--- config.mk ---
export PLATFORM = sky130hd
export DESIGN_NAME = boot_flash_self_program_guard
export DESIGN_NICKNAME = d
export VERILOG_FILES = /design/src/shared/boot_guard_pkg.sv /design/src/hdl/boot_flash_self_program_guard.sv
export VERILOG_INCLUDE_DIRS = /design/src /design/src/shared
export SDC_FILE = /design/constraint.sdc
export NUM_CORES = 1
export LEC_CHECK = 0
export BUFFER_PORTS_ARGS = -buffer_cell sky130_fd_sc_hd__buf_2
export CAP_MARGIN = 20
export CORE_MARGIN = 2
export CORE_UTILIZATION = 40
export DETAILED_ROUTE_END_ITERATION = 10
export PLACE_DENSITY = 0.88
export SYNTH_ARGS = -nofsm -noshare
export SYNTH_HDL_FRONTEND = slang
export SYNTH_SLANG_ARGS = --single-unit
--- constraint.sdc ---
create_clock -name aclk -period 2.7 [get_ports aclk]
set_input_delay 0.405 -clock aclk [delete_from_list [all_inputs] [get_ports aclk]]
set_output_delay 0.405 -clock aclk [all_outputs]
set_load 0.005 [all_outputs]
--- src/shared/boot_guard_defines.svh ---
// What this block does
// - Program-store fetched from the application section is ignored, nothing starts.
// - Program-store starts erase or write only when executing from boot loader section.
// - Boot code may target any page, boot pages too, subject to locks.
// - Boot size fuses set the section boundary; each section has its own locks.
// - Concurrent-read region programming keeps CPU running and serving halting-region fetches.
// - Halting-region programming halts the CPU until the operation finishes.
// - Boot loader section always lies inside the halting region.
// - Busy flag reads one while concurrent-read region is blocked.
// - Locks programmed by software or programming modes; only chip erase clears them.
// - General write-lock mode 2 does not affect program-store programming.
// - General read/write lock mode 1 does not govern load or store accesses.
// - Application locks: mode 1 unrestricted, mode 2 blocks stores to application.
// - Application modes 3 and 4 block boot-code loads; mode 3 blocks stores.
// - Application modes 3/4, vectors in boot: suppress interrupts running application.
// - Boot locks: mode 1 unrestricted, mode 2 blocks stores to boot section.
// - Boot modes 3 and 4 block application-code loads; mode 3 blocks stores.
// - Boot modes 3/4, vectors in application: suppress interrupts running boot code.
// - Lock bit reads one when unprogrammed and zero when programmed.
// - Busy flag sets when erase or write to concurrent-read region starts.
// - Busy flag clears on re-enable after completion, or when page load starts.
`ifndef BOOT_GUARD_DEFINES_SVH
`define BOOT_GUARD_DEFINES_SVH

`define ADDR_W 13
`define FLASH_TOP 14'h2000
`define HALT_REGION_START 13'h1C00
`define BOOT_SIZE_0 14'h0400
`define BOOT_SIZE_1 14'h0200
`define BOOT_SIZE_2 14'h0100
`define BOOT_SIZE_3 14'h0080

`define REG_CTRL 4'h0
`define REG_STATUS 4'h4
`define REG_LOCK 4'h8
`define REG_CFG 4'hC

`define CTRL_REENABLE 0
`define CTRL_VEC_BOOT 1
`define LOCK_APP_LOWER 0
`define LOCK_APP_UPPER 1
`define LOCK_BOOT_LOWER 2
`define LOCK_BOOT_UPPER 3
`define LOCK_ERASED 4'hF
`define CFG_START_LSB 16
`define STAT_BUSY 0
`define STAT_ACTIVE 1
`define STAT_HALT 2
`define STAT_DENIED 3

`define RESP_OKAY 2'h0
`define RESP_SLVERR 2'h2

`endif

--- src/shared/boot_guard_pkg.sv ---
package boot_guard_pkg;
  typedef logic [12:0] word_addr_t;
  typedef enum logic [2:0] {
    OP_IDLE = 3'h1,
    OP_CONCURRENT = 3'h2,
    OP_HALTING = 3'h4
  } op_state_e;
endpackage

--- src/hdl/boot_flash_self_program_guard.sv ---
// The AXI4-Lite slave port and the placing of the registers are this design's own decisions.
`timescale 1ns/100ps
`include "boot_guard_defines.svh"
module boot_flash_self_program_guard (
  input wire logic aclk,
  input wire logic aresetn,
  input wire logic [3:0] s_awaddr,
  input wire logic s_awvalid,
  output logic s_awready,
  input wire logic [31:0] s_wdata,
  input wire logic [3:0] s_wstrb,
  input wire logic s_wvalid,
  output logic s_wready,
  output logic [1:0] s_bresp,
  output logic s_bvalid,
  input wire logic s_bready,
  input wire logic [3:0] s_araddr,
  input wire logic s_arvalid,
  output logic s_arready,
  output logic [31:0] s_rdata,
  output logic [1:0] s_rresp,
  output logic s_rvalid,
  input wire logic s_rready,
  input wire logic [1:0] boot_size_fuses,
  input wire logic [3:0] lock_stored,
  input wire logic prog_lock_set,
  input wire logic [3:0] prog_lock_data,
  input wire logic chip_erase,
  input wire logic store_req,
  input wire logic store_erase,
  input wire boot_guard_pkg::word_addr_t store_pc,
  input wire boot_guard_pkg::word_addr_t store_page,
  input wire logic load_req,
  input wire boot_guard_pkg::word_addr_t load_pc,
  input wire boot_guard_pkg::word_addr_t load_addr,
  input wire logic page_load,
  input wire boot_guard_pkg::word_addr_t fetch_pc,
  input wire logic flash_done,
  output logic store_grant,
  output logic store_deny,
  output logic load_grant,
  output logic load_deny,
  output logic flash_erase_start,
  output logic flash_write_start,
  output boot_guard_pkg::word_addr_t flash_page,
  output logic cpu_halt,
  output logic concurrent_read_busy_flag,
  output logic irq_suppress
);
  import boot_guard_pkg::*;

  // ****************************************
  // Section map
  // ****************************************
  function automatic logic [13:0] boot_size(input logic [1:0] fuses);
    logic [13:0] size;
    size = `BOOT_SIZE_3;
    if (fuses == 2'h0) begin
      size = `BOOT_SIZE_0;
    end else if (fuses == 2'h1) begin
      size = `BOOT_SIZE_1;
    end else if (fuses == 2'h2) begin
      size = `BOOT_SIZE_2;
    end
    return size;
  endfunction

  function automatic logic in_boot(input word_addr_t a, input word_addr_t start);
    return a >= start;
  endfunction

  // Offsets that answer OKAY; anything else gets SLVERR
  function automatic logic reg_mapped(input logic [3:0] a);
    return (a == `REG_CTRL) | (a == `REG_STATUS) | (a == `REG_LOCK) | (a == `REG_CFG);
  endfunction

  logic [1:0] fuse_meta;
  logic [1:0] fuse_sync;
  logic [3:0] lock_bits;
  logic lock_loaded;
  logic vec_boot;
  logic last_denied;
  op_state_e state;
  op_state_e next_state;

  // Boot section always sits at the top, which is inside the halting region
  // boundary from fuses
  wire [13:0] boot_start_w = `FLASH_TOP - boot_size(fuse_sync);
  wire word_addr_t boot_start = boot_start_w[12:0];

  // Lock bits: 1 unprogrammed, 0 programmed
  // lock polarity
  wire app_store_lock = ~lock_bits[`LOCK_APP_LOWER];
  wire app_load_lock = ~lock_bits[`LOCK_APP_UPPER];
  wire boot_store_lock = ~lock_bits[`LOCK_BOOT_LOWER];
  wire boot_load_lock = ~lock_bits[`LOCK_BOOT_UPPER];

  // ****************************************
  // Program-store decision
  // ****************************************
  // boot-only stores
  wire store_from_boot = in_boot(store_pc, boot_start);
  wire target_boot = in_boot(store_page, boot_start);
  // store locks; general locks not consulted
  wire target_locked = target_boot ? boot_store_lock : app_store_lock;
  wire op_idle = state == OP_IDLE;
  wire store_ok = store_req & store_from_boot & ~target_locked & op_idle;
  wire target_halting = store_page >= `HALT_REGION_START;

  // ****************************************
  // Program-load decision
  // ****************************************
  // cross-section load blocking
  wire load_from_boot = in_boot(load_pc, boot_start);
  wire load_to_boot = in_boot(load_addr, boot_start);
  wire load_blocked = (load_from_boot & ~load_to_boot & app_load_lock) |
                      (~load_from_boot & load_to_boot & boot_load_lock);

  wire fetch_boot = in_boot(fetch_pc, boot_start);
  wire next_irq_suppress = (app_load_lock & vec_boot & ~fetch_boot) |
                           (boot_load_lock & ~vec_boot & fetch_boot);

  // ****************************************
  // Operation sequencer
  // ****************************************
  always_comb begin
    next_state = state;
    case (state)
      OP_IDLE: begin
        if (store_ok) begin
          next_state = target_halting ? OP_HALTING : OP_CONCURRENT;
        end
      end
      OP_CONCURRENT, OP_HALTING: begin
        if (flash_done) begin
          next_state = OP_IDLE;
        end
      end
      default: begin
        next_state = OP_IDLE;
      end
    endcase
  end

  always_ff @(posedge aclk) begin
    if (!aresetn) begin
      state <= OP_IDLE;
    end else begin
      state <= next_state;
    end
  end

  // ****************************************
  // Register bus
  // ****************************************
  logic aw_held;
  logic w_held;
  logic [3:0] awaddr_q;
  logic [31:0] wdata_q;
  logic [3:0] wstrb_q;
  wire aw_take = s_awvalid & s_awready;
  wire w_take = s_wvalid & s_wready;
  wire have_aw = aw_held | aw_take;
  wire have_w = w_held | w_take;
  wire wr_do = have_aw & have_w & ~s_bvalid;
  wire [3:0] wr_addr = aw_held ? awaddr_q : s_awaddr;
  wire [31:0] wr_data = w_held ? wdata_q : s_wdata;
  wire [3:0] wr_strb = w_held ? wstrb_q : s_wstrb;
  wire next_aw_held = have_aw & ~wr_do;
  wire next_w_held = have_w & ~wr_do;
  wire next_bvalid = wr_do | (s_bvalid & ~s_bready);
  wire wr_byte0 = wr_do & wr_strb[0];
  wire wr_ctrl = wr_byte0 & (wr_addr == `REG_CTRL);
  wire wr_lock = wr_byte0 & (wr_addr == `REG_LOCK);
  wire wr_mapped = reg_mapped(wr_addr);
  wire [1:0] next_bresp = wr_mapped ? `RESP_OKAY : `RESP_SLVERR;

  wire ar_take = s_arvalid & s_arready;
  wire next_rvalid = ar_take | (s_rvalid & ~s_rready);
  wire rd_mapped = reg_mapped(s_araddr);
  wire [1:0] next_rresp = rd_mapped ? `RESP_OKAY : `RESP_SLVERR;
  wire [31:0] rd_ctrl = 32'(vec_boot) << `CTRL_VEC_BOOT;
  wire [31:0] rd_status = (32'(concurrent_read_busy_flag) << `STAT_BUSY) |
                          (32'(!op_idle) << `STAT_ACTIVE) |
                          (32'(cpu_halt) << `STAT_HALT) |
                          (32'(last_denied) << `STAT_DENIED);
  wire [31:0] rd_lock = {28'h0, lock_bits};
  wire [31:0] rd_cfg = (32'(boot_start) << `CFG_START_LSB) | 32'(fuse_sync);
  wire [31:0] rd_value = (s_araddr == `REG_CTRL) ? rd_ctrl :
                         (s_araddr == `REG_STATUS) ? rd_status :
                         (s_araddr == `REG_LOCK) ? rd_lock :
                         (s_araddr == `REG_CFG) ? rd_cfg : 32'h0;

  // Channel holding flags
  always_ff @(posedge aclk) begin
    if (!aresetn) begin
      aw_held <= 1'b0;
      w_held <= 1'b0;
    end else begin
      aw_held <= next_aw_held;
      w_held <= next_w_held;
    end
  end

  always_ff @(posedge aclk) begin
    if (!aresetn) begin
      awaddr_q <= 4'h0;
    end else if (aw_take) begin
      awaddr_q <= s_awaddr;
    end
  end

  always_ff @(posedge aclk) begin
    if (!aresetn) begin
      wdata_q <= 32'h0;
      wstrb_q <= 4'h0;
    end else if (w_take) begin
      wdata_q <= s_wdata;
      wstrb_q <= s_wstrb;
    end
  end

  // Readies drop while a response waits, so at most one write and one read are open
  always_ff @(posedge aclk) begin
    if (!aresetn) begin
      s_awready <= 1'b0;
      s_wready <= 1'b0;
      s_arready <= 1'b0;
    end else begin
      s_awready <= ~next_aw_held & ~next_bvalid;
      s_wready <= ~next_w_held & ~next_bvalid;
      s_arready <= ~next_rvalid;
    end
  end

  always_ff @(posedge aclk) begin
    if (!aresetn) begin
      s_bvalid <= 1'b0;
      s_bresp <= `RESP_OKAY;
    end else begin
      s_bvalid <= next_bvalid;
      if (wr_do) begin
        s_bresp <= next_bresp;
      end
    end
  end

  always_ff @(posedge aclk) begin
    if (!aresetn) begin
      s_rvalid <= 1'b0;
      s_rdata <= 32'h0;
      s_rresp <= `RESP_OKAY;
    end else begin
      s_rvalid <= next_rvalid;
      if (ar_take) begin
        s_rdata <= rd_value;
        s_rresp <= next_rresp;
      end
    end
  end

  // ****************************************
  // Fuses, locks and control
  // ****************************************
  // Fuses are static pins; synchronised anyway so a slow settle cannot glitch decode
  always_ff @(posedge aclk) begin
    if (!aresetn) begin
      fuse_meta <= 2'h0;
      fuse_sync <= 2'h0;
    end else begin
      fuse_meta <= boot_size_fuses;
      fuse_sync <= fuse_meta;
    end
  end

  // Stored locks are copied once after reset; AND only ever programs bits
  // program only, chip erase clears
  wire [3:0] lock_prog = (wr_lock ? wr_data[3:0] : `LOCK_ERASED) &
                         (prog_lock_set ? prog_lock_data : `LOCK_ERASED);
  wire [3:0] next_lock = chip_erase ? `LOCK_ERASED :
                         (lock_loaded ? lock_bits : lock_stored) & lock_prog;

  always_ff @(posedge aclk) begin
    if (!aresetn) begin
      lock_bits <= `LOCK_ERASED;
      lock_loaded <= 1'b0;
    end else begin
      lock_bits <= next_lock;
      lock_loaded <= 1'b1;
    end
  end

  // Vector placement only steers interrupt suppression
  always_ff @(posedge aclk) begin
    if (!aresetn) begin
      vec_boot <= 1'b0;
    end else if (wr_ctrl) begin
      vec_boot <= wr_data[`CTRL_VEC_BOOT];
    end
  end

  // Re-enable is refused while an operation runs; a start in the same cycle wins
  // busy flag set and clear
  wire busy_set = store_ok & ~target_halting;
  wire busy_clr = (wr_ctrl & wr_data[`CTRL_REENABLE] & op_idle) | page_load;
  wire next_busy = busy_set | (concurrent_read_busy_flag & ~busy_clr);

  // ****************************************
  // Outputs to CPU and flash
  // ****************************************
  wire next_store_deny = store_req & ~store_ok;
  wire next_load_grant = load_req & ~load_blocked;
  wire next_load_deny = load_req & load_blocked;
  wire next_erase_start = store_ok & store_erase;
  wire next_write_start = store_ok & ~store_erase;
  wire next_halt = next_state == OP_HALTING;
  wire any_req = store_req | load_req;
  wire next_last_denied = next_store_deny | next_load_deny;

  always_ff @(posedge aclk) begin
    if (!aresetn) begin
      concurrent_read_busy_flag <= 1'b0;
    end else begin
      concurrent_read_busy_flag <= next_busy;
    end
  end

  always_ff @(posedge aclk) begin
    if (!aresetn) begin
      store_grant <= 1'b0;
      store_deny <= 1'b0;
      load_grant <= 1'b0;
      load_deny <= 1'b0;
    end else begin
      store_grant <= store_ok;
      store_deny <= next_store_deny;
      load_grant <= next_load_grant;
      load_deny <= next_load_deny;
    end
  end

  // Start pulses and page move together so the macro never sees a stale page
  always_ff @(posedge aclk) begin
    if (!aresetn) begin
      flash_erase_start <= 1'b0;
      flash_write_start <= 1'b0;
      flash_page <= '0;
    end else begin
      flash_erase_start <= next_erase_start;
      flash_write_start <= next_write_start;
      if (store_ok) begin
        flash_page <= store_page;
      end
    end
  end

  always_ff @(posedge aclk) begin
    if (!aresetn) begin
      cpu_halt <= 1'b0;
      irq_suppress <= 1'b0;
    end else begin
      cpu_halt <= next_halt;
      irq_suppress <= next_irq_suppress;
    end
  end

  // Holds the verdict of the latest request until the next one arrives
  always_ff @(posedge aclk) begin
    if (!aresetn) begin
      last_denied <= 1'b0;
    end else if (any_req) begin
      last_denied <= next_last_denied;
    end
  end

endmodule

==> results.cfg <==
[synth]
yosysSeqAreaShare_pct = 38.53
synthMuxAreaShare_pct = 7.487
ys.flop_type = dfxtp_1
synth_edf_count = 0
synth_xor_area_share_pct = 0.5267
synth_cells = 358
avgSynthCellArea_um2 = 9.290
synth_async_sr_flop_share_pct = 0
synth.largest_area_cell = dfxtp_1
yosysUniqueCellTypes = 56
synthDominantCellAreaShare_pct = 38.53
synth_adder_area_share_pct = 6.772
ys_ff_latch = 64
synth_simple_gate_area_share_pct = 23.40
synth_top_family_by_area = simple AND/OR/NAND/NOR gates
synth.area.top_cells = dfxtp_1, ha_1, nor2b_1
synth-warning-count = 0
synthesis.area_um2 = 3326
synth-compound-area-share_pct = 14.79

[floorplanning]
die_y_um = 95.18
coreArea_um2 = 8134
floorplan.initialDensity_pct = 40.89
die_x_um = 95.18
core.rowCount = 33
die_area_um2 = 9059
boundaryPins = 196

[cells_and_area]
final_cell_area_um2 = 4429
mostFrequentLayoutCells = buf_2, dfxtp_1, nor2b_1
fin_nets = 663
syn2layout_area_growth_pct = 33.18
fill_cells = 730
n_antenna_cell = 0
drive_above_1_share_pct = 36.75
layout_commonest_cell = buf_2

[detailed_routing]
drt_wl_total_mm = 9.174
vias = 3151
drc = 0
drt_pass1_iterations = 4
drtIter0Drc = 124
vias_per_cell = 5.066
ant_nets = 0
routedWlPerCell_um = 14.75

[setup_path]
rrSetupSlack_ns = 0.07
crit_cells = 9
worstPathArrival_ns = 2.86
startpoint_type = register
worstSetupEndpointType = register
cpLargestDelayFamily = simple AND/OR/NAND/NOR gates
rr_worst_depth = 9
critical_path.max_stage_delay_ns = 0.50
r2r-start = fuse_sync[1]
worstSetupEndpoint = flash_page[10]
critPathLaunch = fuse_sync[1]
slowest_stage = or4_4
path_max_fanout = 7
crit_chain = nand2_2 > ha_4 > nor4bb_1 > and4b_4 > or4_4 > a221oi_4 > clkbuf_16 > mux2i_1 > nor2b_1
timing.critical_path.required_ns = 2.93
critPathKind = reg2reg
regToRegEndpoint = flash_page[10]
path_buf_inv = 1

[timing]
setup_ws_ns = 0.07482
tightest_slew_ns = 0.5418
slew_viol_final = 0
layout_min_cycle_time_ns = 2.625
min_period_over_period_pct = 97.23
setup_viol = 0
clock_skew_ns = 0.01519
hold_viol_final = 0
slew_headroom_pct = 63.80
clock.fmax_mhz = 380.9

[placement]
postPlaceCellArea_um2 = 4105
hpwl_mm = 7.233
place.gp.congestion = 0.7813
pre_cts_slack_ns = -0.02547
io_buffers = 140

[clock_tree]
insertion_delay_ns = 0.35
root_buffer = clkbuf_8
numCtsBuffers = 9
cts_tree = built
clkSlewWorstSetupHoldPaths_ns = 0.08
cts.htree.levels = 3
clock_path_buffers = 2
clock-sinks = 64

[pwr]
ir_drop_mv = 0.6272
powerDensity_nw_per_um2 = 521.8
power_leakage_nw = 1.996

[grt]
grt_pass1_vias = 3129
grt_overflow = 0
grt_pass1_wl_mm = 13.97
antenna_found_initial = 0
grt_usage_pct = 20.01
grt_max_degree = 48

[outcome]
status = finished clean

[flow_run]
cap_violations = 0

[min_path]
hold_class = in2reg
[per-layer routing]
metal	share of wire, %	global-route usage, %	vias to the layer above
li1	-	-	1543
met1	39	20.51	1467
met2	52	37.56	129
met3	7.6	6.719	12
met4	1.4	7.005	0
met5	0	0	-
[registers in the layout, summed over array words and instances (netlist names), 2 cells and up]
register    cells
flash_page     13
awaddr_q        4
fuse_meta       2
wdata_q         4
state           3
lock_bits       4
s_rdata        10
fuse_sync       2
[kinds of logic after synthesis]
group / after synthesis
muxes: 23
adders and majority gates: 18
and+or+nand+nor: 136
AOI/OAI and AO/OA: 70
buffers and inverters: 44
xor gates and xnor gates: 2
DFF: 64
other: 1
[how the worst min path moves through the flow]
stage | startpoint | to | cells past startpoint
floorplan | fuse_meta[0] | fuse_sync[0] | 1
global placement | fuse_meta[1] | fuse_sync[1] | 1
detailed placement | fuse_meta[1] | fuse_sync[1] | 1
CTS | store_erase | flash_write_start | 2
global route | store_erase | flash_write_start | 2
finish | store_erase | flash_write_start | 2
[power by group]
| part | switching (mW) | internal, mW | total (mW) |
|---|---|---|---|
| Clock | 0.410 | 0.529 | 0.939 |
| Combinational | 0.172 | 0.183 | 0.355 |
| Sequential | 0.0340 | 0.982 | 1.02 |
[layout make-up]
class                      instances  area, um^2  share of cell area, %
multi-input combinational        278        1939                  43.79
sequential                        64        1289                  29.10
timing repair buffer             151       813.3                  18.36
tap                              105       131.4                  2.966
clock buffer                       9       123.9                  2.797
clock inverter                     7       102.6                  2.316
inverter                           8       30.03                 0.6780
[cells in the mapped netlist, types with 4 or more instances]
| master | number |
|---|---|
| buf_4 | 24 |
| a22oi_1 | 5 |
| and3_1 | 4 |
| a21boi_0 | 12 |
| ha_1 | 18 |
| nand2_1 | 28 |
| mux2i_1 | 17 |
| and2_1 | 4 |
| nor3_1 | 8 |
| nor4_1 | 5 |
| clkbuf_1 | 10 |
| mux2_2 | 5 |
| nor2b_1 | 30 |
| nand3_1 | 13 |
| nand2b_1 | 6 |
| dfxtp_1 | 64 |
| inv_1 | 8 |
| nor3b_1 | 6 |
| nor2_1 | 14 |
| o211ai_1 | 6 |
| a21oi_1 | 12 |
| o21ai_0 | 11 |
[worst reg2reg max path: cells and delay by family, from the launching register on]
family	cells	cell delay, ns
AND/OR/NAND/NOR	5	0.98
AO/OA/AOI/OAI	1	0.48
flip-flops	1	0.40
buffers and inverters	1	0.25
adder cells (fa/ha/maj)	1	0.23
multiplexers	1	0.19
[stage by stage]
| step | instances | power [mW] | util, % | hold slack, ns | TNS, ns |
|---|---|---|---|---|---|
| after floorplan | 386 | 1.238 | - | 0.4119 | 0 |
| final | 622 | 2.311 | 54.45 | 0.2126 | 0 |
| after global routing | 622 | 2.421 | 54.45 | 0.1921 | -0.01504 |
| after global placement | 604 | 1.359 | 50.47 | 0.4176 | 0 |
| after detailed placement | 604 | 1.376 | 50.47 | 0.4212 | -0.05013 |
| after CTS | 620 | 2.319 | 53.27 | 0.1946 | 0 |
[what timing repair did]
action                                  CTS  global route
hold buffers                              0             0
pin swaps                                 0             1
cloned                                    0             1
buffers inserted                          0             1
resized for setup                         1            11
endpoints found under the setup margin    6            17
No activity file was read; power rests on OpenSTA's default activity.
